$ cat src/qrfr_pkg.sv
// Constants and carriers for the frequency reduction and soft-start core
// Summary of operation
// - Supply turn-on stops charging cell, starts soft-start
// - Soft-start lasts 12ms in 4 equal steps
// - Peak limit steps from 0.32V up to 1V
// - Counter holds zero crossings to skip
// - Evaluate feedback every 48ms, update at end
// - Always below count-up threshold: increment, max 7
// - Above count-up, never count-down: hold value
// - Above count-down, never reset: decrement, min 1
// - Above counter-reset threshold: force counter to 1
// - Counter always stays within 1 to 7
// - Counter loads 1 at start-up
// - Count-up and count-down thresholds shift with sensed line voltage; the counter-reset threshold does not
// - Switch-on allowed when crossings reach counter
package qrfr_pkg;
	localparam int CLK_MHZ = 100;
	localparam int SOFT_START_MS = 12;
	localparam int SOFT_STEPS = 4;
	localparam int STEP_CYCLES = SOFT_START_MS * 1000 * CLK_MHZ / SOFT_STEPS;
	localparam int EVAL_PERIOD_MS = 48;
	localparam int EVAL_CYCLES = EVAL_PERIOD_MS * 1000 * CLK_MHZ;
	localparam logic [2:0] CNT_MIN = 3'h1;
	localparam logic [2:0] CNT_MAX = 3'h7;
	localparam logic [2:0] CNT_RESET = 3'h1;
	// Peak limit codes 0..4: 0.32V, stepped levels, 1V final
	localparam logic [2:0] LIMIT_FIRST = 3'h0;
	localparam logic [2:0] LIMIT_FINAL = 3'h4;
	typedef enum logic [2:0] {
		QRFR_OFF = 3'h1,
		QRFR_SOFT = 3'h2,
		QRFR_RUN = 3'h4
	} qrfr_state_e;
	// Feedback comparator results
	typedef struct packed {
		logic aboveReset;
		logic aboveDown;
		logic aboveUp;
	} qrfr_fb_s;
endpackage

$ cat src/qrfr_eval.sv
// Sticky feedback flags and up/down counter update
`timescale 1ns/1ps
module qrfr_eval #(
	parameter int PERIOD_CYCLES = qrfr_pkg::EVAL_CYCLES
) (
	// Clock and control
	input wire logic clk,
	input wire logic rst_n,
	input wire logic run,
	// Synchronised comparators
	input wire qrfr_pkg::qrfr_fb_s fb,
	// Counter
	output logic [2:0] count_r,
	output logic periodEnd
);
	logic [31:0] perCnt_r;
	qrfr_pkg::qrfr_fb_s sticky_r;
	qrfr_pkg::qrfr_fb_s seen;

	assign periodEnd = run && (perCnt_r == 32'(PERIOD_CYCLES - 1));
	// Include this cycle's sample so the last cycle is not lost
	assign seen = sticky_r | fb;

	always_ff @(posedge clk) begin
		if (!rst_n || !run) begin
			perCnt_r <= 32'h0;
		end else if (periodEnd) begin
			perCnt_r <= 32'h0;
		end else begin
			perCnt_r <= perCnt_r + 32'h1;
		end
	end

	always_ff @(posedge clk) begin
		if (!rst_n || !run || periodEnd) begin
			sticky_r <= '0;
		end else begin
			sticky_r <= seen;
		end
	end

	always_ff @(posedge clk) begin
		if (!rst_n || !run) begin
			count_r <= qrfr_pkg::CNT_RESET;
		end else if (periodEnd) begin
			if (seen.aboveReset) begin
				count_r <= qrfr_pkg::CNT_RESET;
			end else if (seen.aboveDown) begin
				if (count_r != qrfr_pkg::CNT_MIN) begin
					count_r <= count_r - 3'h1;
				end
			end else if (!seen.aboveUp) begin
				if (count_r != qrfr_pkg::CNT_MAX) begin
					count_r <= count_r + 3'h1;
				end
			end
		end
	end
endmodule

$ cat src/qrfr_core.sv
// Soft-start sequencer, threshold selection and switch-on permit
`timescale 1ns/1ps
module qrfr_core #(
	parameter int STEP_CYCLES = qrfr_pkg::STEP_CYCLES,
	parameter int PERIOD_CYCLES = qrfr_pkg::EVAL_CYCLES
) (
	// Clock and reset
	input wire logic clk,
	input wire logic rst_n,
	// Analog inputs, asynchronous
	input wire logic supplyOn,
	input wire logic fbAboveUpLow,
	input wire logic fbAboveDownLow,
	input wire logic fbAboveUpHigh,
	input wire logic fbAboveDownHigh,
	input wire logic fbAboveReset,
	input wire logic lineHigh,
	// Switch-on stage, same clock
	input wire logic ringDone,
	input wire logic [2:0] zeroCrossCount,
	// Outputs
	output logic startCellOff_r,
	output logic switchEnable_r,
	output logic [2:0] peakLimit_r,
	output logic [2:0] skipCount_r,
	output logic gateOnPermit_r
);
	logic [1:0] sSup_r, sUpL_r, sDnL_r, sUpH_r, sDnH_r, sRst_r, sLine_r;
	qrfr_pkg::qrfr_state_e state_r;
	logic [31:0] stepCnt_r;
	logic [2:0] count;
	logic running;
	qrfr_pkg::qrfr_fb_s fb;

	always_ff @(posedge clk) begin
		if (!rst_n) begin
			sSup_r <= 2'h0;
			sUpL_r <= 2'h0;
			sDnL_r <= 2'h0;
			sUpH_r <= 2'h0;
			sDnH_r <= 2'h0;
			sRst_r <= 2'h0;
			sLine_r <= 2'h0;
		end else begin
			sSup_r <= {sSup_r[0], supplyOn};
			sUpL_r <= {sUpL_r[0], fbAboveUpLow};
			sDnL_r <= {sDnL_r[0], fbAboveDownLow};
			sUpH_r <= {sUpH_r[0], fbAboveUpHigh};
			sDnH_r <= {sDnH_r[0], fbAboveDownHigh};
			sRst_r <= {sRst_r[0], fbAboveReset};
			sLine_r <= {sLine_r[0], lineHigh};
		end
	end

	// Line level picks the comparator pair so limit foldback cannot move them
	always_comb begin
		fb.aboveReset = sRst_r[1];
		fb.aboveUp = sLine_r[1] ? sUpH_r[1] : sUpL_r[1];
		fb.aboveDown = sLine_r[1] ? sDnH_r[1] : sDnL_r[1];
	end

	assign running = state_r != qrfr_pkg::QRFR_OFF;

	// Supply drop returns to off; next turn-on restarts soft-start
	always_ff @(posedge clk) begin
		if (!rst_n) begin
			state_r <= qrfr_pkg::QRFR_OFF;
			stepCnt_r <= 32'h0;
			peakLimit_r <= qrfr_pkg::LIMIT_FIRST;
		end else if (!sSup_r[1]) begin
			state_r <= qrfr_pkg::QRFR_OFF;
			stepCnt_r <= 32'h0;
			peakLimit_r <= qrfr_pkg::LIMIT_FIRST;
		end else begin
			unique case (state_r)
				qrfr_pkg::QRFR_OFF: begin
					state_r <= qrfr_pkg::QRFR_SOFT;
				end
				qrfr_pkg::QRFR_SOFT: begin
					if (stepCnt_r == 32'(STEP_CYCLES - 1)) begin
						stepCnt_r <= 32'h0;
						if (peakLimit_r == qrfr_pkg::LIMIT_FINAL - 3'h1) begin
							state_r <= qrfr_pkg::QRFR_RUN;
						end
						peakLimit_r <= peakLimit_r + 3'h1;
					end else begin
						stepCnt_r <= stepCnt_r + 32'h1;
					end
				end
				qrfr_pkg::QRFR_RUN: begin
					peakLimit_r <= qrfr_pkg::LIMIT_FINAL;
				end
				default: begin
					state_r <= qrfr_pkg::QRFR_OFF;
				end
			endcase
		end
	end

	qrfr_eval #(
		.PERIOD_CYCLES(PERIOD_CYCLES)
	) u_eval (
		.clk(clk),
		.rst_n(rst_n),
		.run(running),
		.fb(fb),
		.count_r(count),
		.periodEnd()
	);

	always_ff @(posedge clk) begin
		if (!rst_n) begin
			startCellOff_r <= 1'b0;
			switchEnable_r <= 1'b0;
			skipCount_r <= qrfr_pkg::CNT_RESET;
			gateOnPermit_r <= 1'b0;
		end else begin
			startCellOff_r <= running;
			switchEnable_r <= running;
			skipCount_r <= count;
			gateOnPermit_r <= running && ringDone && zeroCrossCount >= count;
		end
	end
endmodule

$ cat config.mk
export PLATFORM = sky130hd
export DESIGN_NAME = qrfr_core
export DESIGN_NICKNAME = d
export VERILOG_FILES = /design/src/qrfr_pkg.sv /design/src/qrfr_eval.sv /design/src/qrfr_core.sv
export SDC_FILE = /design/constraint.sdc
export NUM_CORES = 1
export LEC_CHECK = 0
export BUFFER_PORTS_ARGS = -buffer_cell sky130_fd_sc_hd__buf_4
export CELL_PAD_IN_SITES_DETAIL_PLACEMENT = 1
export CELL_PAD_IN_SITES_GLOBAL_PLACEMENT = 1
export CORE_ASPECT_RATIO = 0.5
export CORE_MARGIN = 2
export CORE_UTILIZATION = 47
export CTS_CLUSTER_SIZE = 10
export DETAILED_ROUTE_END_ITERATION = 10
export GPL_TIMING_DRIVEN = 0
export PLACE_DENSITY_LB_ADDON = 0.1
export SLEW_MARGIN = 25
export SYNTH_ARGS = -nofsm -noshare
export SYNTH_HDL_FRONTEND = slang
export SYNTH_SLANG_ARGS = --single-unit
$ cat constraint.sdc
create_clock -name clk -period 2.7 [get_ports clk]
set_clock_uncertainty 0.2 [all_clocks]
set_input_delay 0.54 -clock clk [delete_from_list [all_inputs] [get_ports clk]]
set_output_delay 0.54 -clock clk [all_outputs]
set_load 0.05 [all_outputs]
## Word-level counts from Yosys, hierarchy flattened

Cells that the tools add are included.

| operators by class | value |
|---|---|
| add/subtract/negate cells | 5 |
| $mul | 0 |
| div/mod/pow operators | 0 |
| order comparisons | 1 |
| eq/ne operators | 13 |
| shift-type cells | 0 |
| multiplexer cells | 13 |
| bitwise operators | 2 |
| reduce and logical (&&, ||, !) cells | 14 |

Operators by type and width:

| operator | count |
|---|---|
| 32-bit by 1-bit adder with 32-bit output, second input constant | 2 |
| 32-bit by 19-bit equality test with 1-bit output, second input constant | 1 |
| 32-bit by 23-bit equality test with 1-bit output, second input constant | 1 |
| 32-bit 2-to-1 mux | 1 |
| 3-bit 2-to-1 mux | 8 |
| 3-bit by 1-bit inequality test with 1-bit output, second input constant | 3 |
| 3-bit one-hot mux with 3 select lines | 1 |
| 3-bit by 1-bit adder with 3-bit output, second input constant | 2 |
| 3-bit by 2-bit equality test with 1-bit output, second input constant | 2 |
| 3-bit one-hot mux with 2 select lines | 1 |
| 2-bit inequality test, second input constant | 2 |
| 2-bit AND reduction | 2 |
| 4-bit AND reduction | 1 |
| 3-bit by 1-bit equality test with 1-bit output, second input constant | 1 |
| 3-bit equality test, second input constant | 1 |
| 3-bit greater-or-equal comparator | 1 |
| 1-bit logical AND | 3 |
| 3-bit by 2-bit inequality test with 1-bit output, second input constant | 1 |
| 3-bit inequality test, second input constant | 1 |
| 3-bit OR | 1 |
| 3-bit AND reduction | 1 |
| 3-bit nonzero test | 1 |
| 3-bit by 1-bit subtractor with 3-bit output, second input constant | 1 |
| 1-bit zero test | 2 |
| other kinds (5) | 7 |

| word-level totals | value |
|---|---|
| bits in registers | 95 |
| latch bits | 0 |
| bits in writable memories | 0 |
| memory bits (read-only) | 0 |
| input bits | 13 |
| output and inout port bits | 9 |
| logic and storage cells | 66 |
| memories kept | 0 |

## Logic depth before layout (Yosys ltp)

Gate-level depths: netlist of run 1.

| logic depth | value |
|---|---|
| depth after elaboration | 5 |
| depth in mapped cells | 9 |

## Cells and area by module

A second synthesis of run 1 with hierarchy kept.

| second synthesis, totals | value |
|---|---|
| cell total of the unflattened synthesis | 473 |
| area, all modules | 4370.4 µm² |

Modules (own cells, without submodules):

| module | instances | cells an instance | area an instance (µm²) |
|---|---|---|---|
| qrfr_core | 1 | 263 | 2494.9 |
| qrfr_eval | 1 | 210 | 1875.5 |

## Worst setup path before layout of run 1

OpenSTA, ideal clock, no wires.

| timing path | value |
|---|---|
| kind | register to register |
| start point | register u_eval.perCnt_r[0] |
| end point | register u_eval.count_r[0] |
| setup time | 0.074 ns |
| arrival | 1.805 ns |
| slack | 0.621 ns |
| stages on the path, launching flop included | 7 |
| buffers on the path | 0 |
| clock period less this slack | 2.079 ns |
| cell sequence | dfxtp_1 ha_1 nand3_1 or2_1 or4_4 or2_1 a31oi_1 |

| between the ends | value |
|---|---|
| cells in the longest elaborated chain, start to end | 3 |

RTL lines:

| item | RTL line | RTL |
|---|---|---|
| from (decl) | qrfr_eval.sv:16 | `logic [31:0] perCnt_r;` |
| from (signal assigned) | qrfr_eval.sv:30 | `perCnt_r <= perCnt_r + 32'h1;` |
| 32-bit by 23-bit equality test with 1-bit output | qrfr_eval.sv:20 | `assign periodEnd = run && (perCnt_r == 32'(PERIOD_CYCLES - 1));` |
| 1-bit logical AND | qrfr_eval.sv:20 |  |
| 4-bit AND reduction (no source line) | - |  |
| to (signal assigned) | qrfr_eval.sv:44 | `count_r <= qrfr_pkg::CNT_RESET;` |
| to (signal assigned) | qrfr_eval.sv:47 | `count_r <= qrfr_pkg::CNT_RESET;` |
| to (signal assigned) | qrfr_eval.sv:50 | `count_r <= count_r - 3'h1;` |
| to (decl) | qrfr_eval.sv:13 | `output logic [2:0] count_r,` |

No other way between the ends.
A chain may end at the register's enable or synchronous reset.

## Worst setup path after layout of run 1

| timing path | value |
|---|---|
| start point | register u_eval.perCnt_r[1] |
| end point | register u_eval.perCnt_r[11] |

| between the ends | value |
|---|---|
| cells in the longest elaborated chain, start to end | 3 |

RTL lines:

| item |
|---|
| branches (longest 3 deep; another with 32-bit by 1-bit adder with 32-bit output) |

Parallel ways; which one is timed is not known.

==> results of run 1 <==
[worst max-delay path, cell delays in order (launching register included)]
cell and delay (ns):
dfxtp_1 0.37, ha_1 0.23, nand3_1 0.13, or2_1 0.28
or4_1 0.49, nand2_1 0.21, buf_2 0.28, nor2_1 0.08
[sequential cells by signal, summed over array words and instances, names as in the netlist]
signal           count
sLine_r              2
u_eval.count_r       3
skipCount_r          3
sDnH_r               2
gateOnPermit_r       1
u_eval.perCnt_r     32
sRst_r               2
sSup_r               2
state_r              3
peakLimit_r          3
u_eval.sticky_r      3
switchEnable_r       1
sDnL_r               2
sUpH_r               2
stepCnt_r           32
sUpL_r               2
[Yosys cell counts, drive strengths merged, types with 2 or more instances]
library cell and instances:
a21oi 5, and2 19, and3 12, and4 7, buf 12, clkbuf 3, dfxtp 95, ha 11
inv 17, nand2 24, nand2b 2, nand3 26, nand4 21, nor2 76, nor3 21, nor3b 3
nor4 12, nor4b 4, nor4bb 4, o211ai 3, o21ai 5, or2 6, or3 2, or3b 3
or4 5, xnor2 38, xor2 25
[per-stage QoR]
step	hold slack [ns]	setup WS (ns)	util	cells	total power [µW]
finish	0.196	0.313	0.567	630	3050
global route	0.189	0.134	0.567	630	3150
CTS	0.191	0.292	0.567	630	3080
detailed placement	0.214	0.316	0.525	614	1520
global placement	0.204	0.362	0.525	614	1510
floorplan	0.183	0.621	-	476	1490
[routing by layer]
layer | share of wire | GRT usage | routed length, µm
met1 | 0.47 | 0.257 | 4580
met3 | 0.026 | 0.0602 | 250
met5 | 0 | 0 | 0
met2 | 0.50 | 0.375 | 4850
met4 | 0.012 | 0.0567 | 119
[cell type report]
cell class / instances / area (µm²)
Inverter: 18 / 67.6
Buffer: 15 / 98.8
Timing Repair Buffer: 21 / 158
Clock buffer: 11 / 243
Clock inverter: 5 / 129
Tap cell: 117 / 146
Multi-Input combinational cell: 348 / 2260
Fill cell: 1009 / 3820
Sequential cell: 95 / 1900
[worst paths after layout]
kind,from,to,slack (ns),cells past startpoint
worst min-delay path,supplyOn,sSup_r[0]$_SDFF_PN0_,0.20,2
worst min register to register,sSup_r[1]$_SDFF_PN0_,state_r[0]$_SDFFE_PN1P_,0.23,1
worst max-delay path,u_eval.perCnt_r[1]$_SDFF_PP0_,u_eval.perCnt_r[11]$_SDFF_PP0_,0.31,7
worst max register to register,u_eval.perCnt_r[1]$_SDFF_PP0_,u_eval.perCnt_r[11]$_SDFF_PP0_,0.31,7
[power breakdown]
group	total (µW)	switching (µW)	internal [µW]
logic	65.1	34.5	30.7
clock network	1570	543	1030
registers	1420	5.36	1410
[kinds of logic after synthesis]
family	count (synthesis)	share of synthesized area
AO/OA/AOI/OAI	21	0.0321
buffers and inverters	33	0.0384
flip-flops	95	0.439
AND/OR/NAND/NOR	251	0.326
adder cells (fa/ha/maj)	11	0.0318
multiplexers	2	0.00491
XOR/XNOR	63	0.127
==> PnR_summary.wiki, run 1 <==
{| class="wikitable"
! Metric !! Value
|-
| Run status || completed
|-
| Number of enable-type register cells in the synthesized netlist || 0
|-
| Worst supply voltage drop on vdd || 0.345 mV
|-
| Maximum net fanout on the critical path || 10
|-
| Proportion of register bits with asynchronous set or reset after synthesis || 0
|-
| Number of flip-flops and latches in the synthesized netlist || 95
|-
| Total negative setup slack || 0 ns
|-
| Final number of hold-violating endpoints || 0
|-
| Min-Delay Path Class || in2reg
|-
| Count of maximum capacitance violations || 0
|-
| Largest buffer count on any clock path || 2
|-
| Transition at the pin with the smallest max-transition slack || 0.690 ns
|-
| Most common cell after layout, fill and taps aside || dfxtp_1
|-
| Remaining routing DRC violations || 0
|-
| Ratio of routed vias to standard cells || 5.39
|-
| Post-route clock period utilization || 0.884
|-
| GPL Wtd Cong || 0.808
|-
| Setup repair after global routing missed its margin || false
|-
| Number of global-route vias before repair || 3537
|-
| Endpoint arrival time on the critical path || 2.42 ns
|-
| Horizontal die dimension || 140 µm
|-
| Final-stage net count || 532
|-
| Clock edge transition at the registers on the reported setup and hold paths || 0.06 ns
|-
| Worst slew slack as a fraction of its limit || 0.538
|-
| Pin count of the biggest net entering global routing || 16
|-
| Number of max-slew violations in the final report || 0
|-
| Final HPWL DP || 6730 µm
|-
| Source-to-sink clock delay at the later pin of the worst-skew pair || 0.35 ns
|-
| Final ANT Viol Nets || 0
|-
| Post-Synthesis Cells || 476
|-
| Maximum achievable frequency || 419 MHz
|-
| Type of element capturing the critical path || flop
|-
| Overall die height || 71.9 µm
|-
| Die Outline Area || 10000 µm²
|-
| Placed Instance Area || 4630 µm²
|-
| DRT Pass-1 Iters || 4
|-
| Cell types with the largest area share after synthesis || dfxtp_1 44%, xnor2_1 7.7%, nor2_1 6.4%
|-
| Antenna violations before repair || 0
|-
| Kind of start point of the critical path || flop
|-
| Mean post-synth cell area || 9.09 µm²
|-
| Worst EP required || 2.73 ns
|-
| Number of sinks driven by the clock tree || 95
|-
| Count of boundary I/O pins || 22
|-
| Count of distinct cell types in the synthesized netlist || 57
|-
| Overall routing resource usage || 0.211
|-
| Total of hold buffers inserted after clock tree synthesis || 0
|-
| Post-Synthesis Cell Area || 4330 µm²
|-
| Buffers inserted during post-CTS setup optimization || 0
|-
| Count of vias placed by the detailed router || 3394
|-
| Post-synth top area share || 0.439
|-
| N_diodes || 0
|-
| CTS tree || yes
|-
| Depth of the CTS H-tree || 3
|-
| Highest-count cells in the layout ignoring fill and taps || 95 x dfxtp_1, 74 x nor2_1, 38 x xnor2_1
|-
| Leftover overflow at the end of global routing || 0
|-
| Core Box Area || 8830 µm²
|-
| Sequential area share after synthesis || 0.439
|-
| Floorplan row count || 24
|-
| Post-CTS resize count || 0
|-
| Top flip-flop cell by instance count after synthesis || dfxtp_1
|-
| Finished layout cell area || 5000 µm²
|-
| Number of violations reported at the end of detailed-routing iteration 0 || 109
|-
| Post-Syn Nets || 500
|-
| Number of warnings issued by yosys || 0
|-
| Count of port buffers added during placement || 21
|-
| Leak Pwr || 0.00174 µW
|-
| Average wire length per cell after detail routing || 15.6 µm
|-
| Cell type contributing the most total cell area after synthesis || dfxtp_1
|-
| Layout overhead on the synthesized area || 15.6%
|-
| Cell area power density || 610 nW/µm²
|-
| Shortest clock period the worst path allows after layout || 2.39 ns
|-
| Number of buffers created by CTS || 9
|-
| Total detailed-routing wirelength || 9800 µm
|-
| Initial Utilization || 0.490
|-
| First-pass GRT wire length || 16900 µm
|-
| Start-to-end type of the worst setup path || reg2reg
|-
| Library cell used as clock root buffer || clkbuf_16
|-
| Total of endpoints with negative setup slack in the final report || 0
|-
| Layout cells sized above 1 || 0.129
|}
Power figures use the tool's default switching activity.
==> run 2: changes to the inputs <==
==> constraint.sdc (replaced) <==
create_clock -name clk -period 2.7 [get_ports clk]
set_clock_uncertainty 0.2 [all_clocks]
set_input_delay 0.27 -clock clk [delete_from_list [all_inputs] [get_ports clk]]
set_output_delay 0.27 -clock clk [all_outputs]
set_load 0.05 [all_outputs]
==> run 2 against run 1 <==
- total power up 0.48%
- critical path depth down 1
- register-to-register slack about the same
- first-iteration DRC count up 19%
- routed wire length up 2.3%
- core utilization up 0.91 points
- non-clock buffer count up 8
- cell area up 1.6%
- clock power about the same
- via count up 1.2%
- largest cell class unchanged
- largest power group unchanged
==> PnR_summary.wiki, run 2 (synthesized netlist as in run 1, its figures left out) <==
{| class="wikitable"
! Metric !! Value
|-
| Maximum achievable frequency || 419 MHz (about the same)
|-
| Remaining routing DRC violations || 0 (unchanged)
|-
| Maximum net fanout on the critical path || 10 (unchanged)
|-
| Buffers inserted during post-CTS setup optimization || 0 (unchanged)
|-
| Startpoint of the worst-slack reg-to-reg timing path || u_eval.perCnt_r[10]$_SDFF_PP0_ (was u_eval.perCnt_r[1]$_SDFF_PP0_)
|-
| R2R setup slack || 0.32 ns (was 0.31 ns)
|-
| Finished layout cell area || 5080 µm² (was 5000 µm²)
|-
| Worst EP required || 2.74 ns (was 2.73 ns)
|-
| Average wire length per cell after detail routing || 15.7 µm (was 15.6 µm)
|-
| Kind of start point of the critical path || flop (unchanged)
|-
| Number of sinks driven by the clock tree || 95 (unchanged)
|-
| CTS tree || yes (unchanged)
|-
| Core Box Area || 8830 µm² (unchanged)
|-
| Endpoint of the most critical register-to-register path || u_eval.perCnt_r[11]$_SDFF_PP0_ (unchanged)
|-
| Fill cell instance count of the final layout || 1006 (was 1009)
|-
| Overall routing resource usage || 0.215 (was 0.211)
|-
| Highest-count cells in the layout ignoring fill and taps || 95 x dfxtp_1, 74 x nor2_1, 38 x xnor2_1 (unchanged)
|-
| Total of endpoints with negative setup slack in the final report || 0 (unchanged)
|-
| First-pass GRT wire length || 17200 µm (was 16900 µm)
|-
| Endpoint arrival time on the critical path || 2.42 ns (about the same)
|-
| N_diodes || 0 (unchanged)
|-
| Most common cell after layout, fill and taps aside || dfxtp_1 (unchanged)
|-
| Leak Pwr || 0.00177 µW (was 0.00174 µW)
|-
| Pin count of the biggest net entering global routing || 16 (unchanged)
|-
| Placed Instance Area || 4630 µm² (unchanged)
|-
| Number of buffers created by CTS || 9 (unchanged)
|-
| Antenna violations before repair || 0 (unchanged)
|-
| Leftover overflow at the end of global routing || 0 (unchanged)
|-
| Final ANT Viol Nets || 0 (unchanged)
|-
| Total detailed-routing wirelength || 10000 µm (was 9800 µm)
|-
| Largest buffer count on any clock path || 2 (unchanged)
|-
| Largest registers ranked by flip-flop count || stepCnt_r x32, u_eval.perCnt_r x32 (unchanged)
|-
| Final cell count without fillers || 638 (was 630)
|-
| Capture point of the worst path || u_eval.perCnt_r[11]$_SDFF_PP0_ (unchanged)
|-
| Number of violations reported at the end of detailed-routing iteration 0 || 130 (was 109)
|-
| CP startpoint || u_eval.perCnt_r[10]$_SDFF_PP0_ (was u_eval.perCnt_r[1]$_SDFF_PP0_)
|-
| Setup repair after global routing missed its margin || false (unchanged)
|-
| Min-Delay Path Class || in2reg (unchanged)
|-
| Clock edge transition at the registers on the reported setup and hold paths || 0.06 ns (about the same)
|-
| Reg area || 1900 µm² (unchanged)
|-
| Count of port buffers added during placement || 21 (unchanged)
|-
| Initial Utilization || 0.490 (unchanged)
|-
| Layout cells sized above 1 || 0.127 (was 0.129)
|-
| Worst slew slack as a fraction of its limit || 0.544 (was 0.538)
|-
| Source-to-sink clock delay at the later pin of the worst-skew pair || 0.35 ns (about the same)
|-
| GPL Wtd Cong || 0.808 (unchanged)
|-
| Final-stage net count || 540 (was 532)
|-
| Cell area power density || 603 nW/µm² (was 610 nW/µm²)
|-
| Layout overhead on the synthesized area || 17.5% (was 15.6%)
|-
| Floorplan row count || 24 (unchanged)
|-
| Type of element capturing the critical path || flop (unchanged)
|-
| Start-to-end type of the worst setup path || reg2reg (unchanged)
|-
| DRT Pass-1 Iters || 6 (was 4)
|-
| Area used by multi-input combinational logic || 2260 µm² (unchanged)
|-
| Total negative setup slack || 0 ns (unchanged)
|-
| Count of maximum capacitance violations || 0 (unchanged)
|-
| Library cell used as clock root buffer || clkbuf_16 (unchanged)
|-
| Die Outline Area || 10000 µm² (unchanged)
|-
| Horizontal die dimension || 140 µm (unchanged)
|-
| Number of global-route vias before repair || 3584 (was 3537)
|-
| Placed insts || 614 (unchanged)
|-
| Depth of the CTS H-tree || 3 (unchanged)
|-
| Overall die height || 71.9 µm (unchanged)
|-
| Count of boundary I/O pins || 22 (unchanged)
|-
| Count of vias placed by the detailed router || 3435 (was 3394)
|-
| R2r worst-path depth || 6 (was 7)
|-
| Post-route worst hold slack || 0.0852 ns (was 0.196 ns)
|-
| Post-route clock period utilization || 0.883 (was 0.884)
|-
| Final number of hold-violating endpoints || 0 (unchanged)
|-
| Number of max-slew violations in the final report || 0 (unchanged)
|-
| Final HPWL DP || 6730 µm (unchanged)
|-
| Ratio of routed vias to standard cells || 5.38 (was 5.39)
|-
| Worst supply voltage drop on vdd || 0.345 mV (about the same)
|-
| Run status || completed (unchanged)
|-
| Shortest clock period the worst path allows after layout || 2.38 ns (was 2.39 ns)
|-
| Transition at the pin with the smallest max-transition slack || 0.681 ns (was 0.690 ns)
|}
[run 2: changes by cell type in the layout (fill, tap and decap cells not counted)]
| cell | delta |
|---|---|
| dlygate4sd3_1 | +8 |
[run 2: layout make-up]
cell class / instances / area share
multi-input combinational: 348 / 0.444
sequential: 95 / 0.374
clock buffer: 11 / 0.0477
timing repair buffer: 29 / 0.0468
tap: 117 / 0.0288
clock inverter: 5 / 0.0254
buffer: 15 / 0.0194
inverter: 18 / 0.0133
[run 2: critical path: stages (launching register included)]
cell and delay, ns:
dfxtp_1 0.42, nor4bb_1 0.34, nand4_1 0.15, or4_1 0.60, nand2_1 0.20, buf_2 0.28
nor2_1 0.08
[run 2: repair_timing]
action,4_1_cts,5_1_grt
hold buffers,8,0
resized for setup,0,0
endpoints found under the hold margin,8,0
setup endpoints to repair,0,0
[run 2: report_power, final]
part	internal [µW]	switching, µW
registers	1410	5.34
clock network	1030	547
logic	38.3	37.7
total	2480	590
[run 2: routing by layer]
layer / routed length, µm / global-route usage / part of all wire
met4: 145 / 0.0622 / 0.014
met1: 4650 / 0.263 / 0.46
met2: 4930 / 0.377 / 0.49
met5: 0 / 0 / 0
met3: 296 / 0.0608 / 0.030
[run 2: stage by stage]
stage                     setup WS [ns]  total power [µW]   util
final                             0.316              3070  0.576
after global placement            0.362              1510  0.525
after detailed placement          0.316              1520  0.525
after global routing              0.134              3160  0.576
after floorplan                   0.621              1490      -
after CTS                         0.292              3090  0.576
[run 2: worst min path at each step]
stage | startpoint | endpoint | cells after the start
2_1_floorplan | sSup_r[1]$_SDFF_PN0_ | state_r[0]$_SDFFE_PN1P_ | 1
3_3_place_gp | sSup_r[1]$_SDFF_PN0_ | state_r[0]$_SDFFE_PN1P_ | 1
5_1_grt | zeroCrossCount[2] | gateOnPermit_r$_SDFF_PN0_ | 4
4_1_cts | zeroCrossCount[2] | gateOnPermit_r$_SDFF_PN0_ | 4
6_report | zeroCrossCount[2] | gateOnPermit_r$_SDFF_PN0_ | 4
3_5_place_dp | sSup_r[1]$_SDFF_PN0_ | state_r[0]$_SDFFE_PN1P_ | 1
==> run 3: changes to the inputs <==
Settings changed: RECOVER_POWER set to 100.
==> run 3 against run 2 <==
- worst hold slack better by 0.0018 ns
- critical path type unchanged
- routed wire length fell by 0.14%
- via count is 0.26% higher
- combinational power down 2.6%
- worst setup slack lost 0.025 ns
- cell count unchanged
- register-to-register slack worse by 0.03 ns
- largest power group unchanged
- highest routed layer unchanged
- critical path depth increased by 2
==> PnR_summary.wiki, run 3 (synthesized netlist as in run 1, its figures left out) <==
{| class="wikitable"
! Metric !! Value
|-
| Start-to-end type of the worst setup path || reg2reg (unchanged)
|-
| Source-to-sink clock delay at the later pin of the worst-skew pair || 0.35 ns (about the same)
|-
| Kind of start point of the critical path || flop (unchanged)
|-
| Clock edge transition at the registers on the reported setup and hold paths || 0.06 ns (about the same)
|-
| Number of sinks driven by the clock tree || 95 (unchanged)
|-
| Number of violations reported at the end of detailed-routing iteration 0 || 110 (was 130)
|-
| Total of endpoints with negative setup slack in the final report || 0 (unchanged)
|-
| First-pass GRT wire length || 17200 µm (unchanged)
|-
| Floorplan row count || 24 (unchanged)
|-
| Depth of the CTS H-tree || 3 (unchanged)
|-
| GPL Wtd Cong || 0.808 (unchanged)
|-
| Maximum achievable frequency || 415 MHz (was 419 MHz)
|-
| Post-Place Worst Slack || 0.316 ns (unchanged)
|-
| Most common cell after layout, fill and taps aside || dfxtp_1 (unchanged)
|-
| CTS tree || yes (unchanged)
|-
| Final HPWL DP || 6730 µm (unchanged)
|-
| Final ANT Viol Nets || 0 (unchanged)
|-
| Total detailed-routing wirelength || 10000 µm (about the same)
|-
| Layout overhead on the synthesized area || 16.5% (was 17.5%)
|-
| Library cell used as clock root buffer || clkbuf_16 (unchanged)
|-
| Average wire length per cell after detail routing || 15.7 µm (about the same)
|-
| Ratio of routed vias to standard cells || 5.40 (was 5.38)
|-
| Pin count of the biggest net entering global routing || 16 (unchanged)
|-
| Transition at the pin with the smallest max-transition slack || 0.695 ns (was 0.681 ns)
|-
| Remaining routing DRC violations || 0 (unchanged)
|-
| Count of vias placed by the detailed router || 3444 (was 3435)
|-
| N_diodes || 0 (unchanged)
|-
| Leak Pwr || 0.00173 µW (was 0.00177 µW)
|-
| DRT Pass-1 Iters || 6 (unchanged)
|-
| Type of element capturing the critical path || flop (unchanged)
|-
| Overall routing resource usage || 0.215 (unchanged)
|-
| Maximum net fanout on the critical path || 10 (unchanged)
|-
| Setup repair after global routing missed its margin || false (unchanged)
|-
| Core Box Area || 8830 µm² (unchanged)
|-
| Number of max-slew violations in the final report || 0 (unchanged)
|-
| Horizontal die dimension || 140 µm (unchanged)
|-
| Placed insts || 614 (unchanged)
|-
| Run status || completed (unchanged)
|-
| Die Outline Area || 10000 µm² (unchanged)
|-
| Worst supply voltage drop on vdd || 0.345 mV (about the same)
|-
| R2r worst-path depth || 8 (was 6)
|-
| Cell area power density || 607 nW/µm² (was 603 nW/µm²)
|-
| Antenna violations before repair || 0 (unchanged)
|-
| Number of buffers created by CTS || 9 (unchanged)
|-
| Leftover overflow at the end of global routing || 0 (unchanged)
|-
| Final core utilization || 0.571 (was 0.576)
|-
| Final-stage net count || 540 (unchanged)
|-
| Worst EP required || 2.74 ns (about the same)
|-
| Count of port buffers added during placement || 21 (unchanged)
|-
| Post-route clock period utilization || 0.892 (was 0.883)
|-
| Layout cells sized above 1 || 0.106 (was 0.127)
|-
| Number of global-route vias before repair || 3584 (unchanged)
|-
| Largest registers ranked by flip-flop count || stepCnt_r x32, u_eval.perCnt_r x32 (unchanged)
|-
| Shortest clock period the worst path allows after layout || 2.41 ns (was 2.38 ns)
|-
| Overall die height || 71.9 µm (unchanged)
|-
| Min-Delay Path Class || in2reg (unchanged)
|-
| Final number of hold-violating endpoints || 0 (unchanged)
|-
| Minimum setup slack in the final design || 0.291 ns (was 0.316 ns)
|-
| Initial Utilization || 0.490 (unchanged)
|-
| Largest buffer count on any clock path || 2 (unchanged)
|-
| Endpoint arrival time on the critical path || 2.45 ns (was 2.42 ns)
|-
| Count of boundary I/O pins || 22 (unchanged)
|-
| Worst slew slack as a fraction of its limit || 0.534 (was 0.544)
|-
| Total negative setup slack || 0 ns (unchanged)
|-
| Hold Path Cell Cnt || 4 (unchanged)
|-
| Count of maximum capacitance violations || 0 (unchanged)
|-
| Highest-count cells in the layout ignoring fill and taps || 95 x dfxtp_1, 74 x nor2_1, 38 x xnor2_1 (unchanged)
|-
| Final cell count without fillers || 638 (unchanged)
|}
[run 3: changes by cell type in the layout (fill, tap and decap cells not counted), sizes merged]
cell	previous run	this run
buf	33	15
clkbuf	14	32
[run 3: final timing paths]
check / start / end / slack [ns]
hold reg to reg: sSup_r[1]$_SDFF_PN0_ / state_r[0]$_SDFFE_PN1P_ / 0.23
hold / removal: zeroCrossCount[2] / gateOnPermit_r$_SDFF_PN0_ / 0.09
setup / recovery: stepCnt_r[28]$_SDFFE_PN0N_ / stepCnt_r[19]$_SDFFE_PN0N_ / 0.29
setup reg to reg: stepCnt_r[28]$_SDFFE_PN0N_ / stepCnt_r[19]$_SDFFE_PN0N_ / 0.29
[run 3: metrics by stage]
| step | total power (µW) | hold slack, ns | instance area, µm² |
|---|---|---|---|
| detailed placement | 1520 | 0.214 | 4630 |
| CTS | 3090 | 0.0885 | 5080 |
| finish | 3060 | 0.0871 | 5040 |
| floorplan | 1490 | 0.183 | 4330 |
| global placement | 1510 | 0.204 | 4630 |
| global route | 3160 | 0.116 | 5040 |
[run 3: layout make-up]
| cell class | instances | area [µm²] |
|---|---|---|
| clock buffer | 11 | 243 |
| multi-input combinational | 348 | 2250 |
| sequential | 95 | 1900 |
| timing repair buffer | 29 | 204 |
| tap | 117 | 146 |
| fill | 1008 | 3790 |
| inverter | 18 | 67.6 |
| buffer | 15 | 98.8 |
| clock inverter | 5 | 129 |
[run 3: worst max-delay path, cell delays in order, from the launching register on]
cell and delay [ns]:
dfxtp_1 0.34, or4_1 0.52, nor3_1 0.39, and3_1 0.23
buf_4 0.15, or2_2 0.13, buf_6 0.15, buf_8 0.14
nor2_1 0.05
[run 3: power breakdown]
group / internal [µW] / switching (µW) / total, µW
Combinational: 36.5 / 37.6 / 74.0
Sequential: 1410 / 5.44 / 1420
Clock: 1030 / 544 / 1570
Total: 2480 / 587 / 3060
[run 3: metal layers]
| metal | track usage | vias to the layer above | wire length, µm |
|---|---|---|---|
| met4 | 0.0622 | 0 | 147 |
| met2 | 0.377 | 39 | 4930 |
| li1 | - | 1716 | - |
| met1 | 0.263 | 1671 | 4640 |
| met3 | 0.0608 | 18 | 292 |
| met5 | 0 | - | 0 |
[run 3: what timing repair did]
action,in CTS,in global routing
buffers inserted,0,0
gates resized for setup,0,0
endpoints found under the setup margin,0,0
hold buffers,8,0
endpoints found under the hold margin,8,0
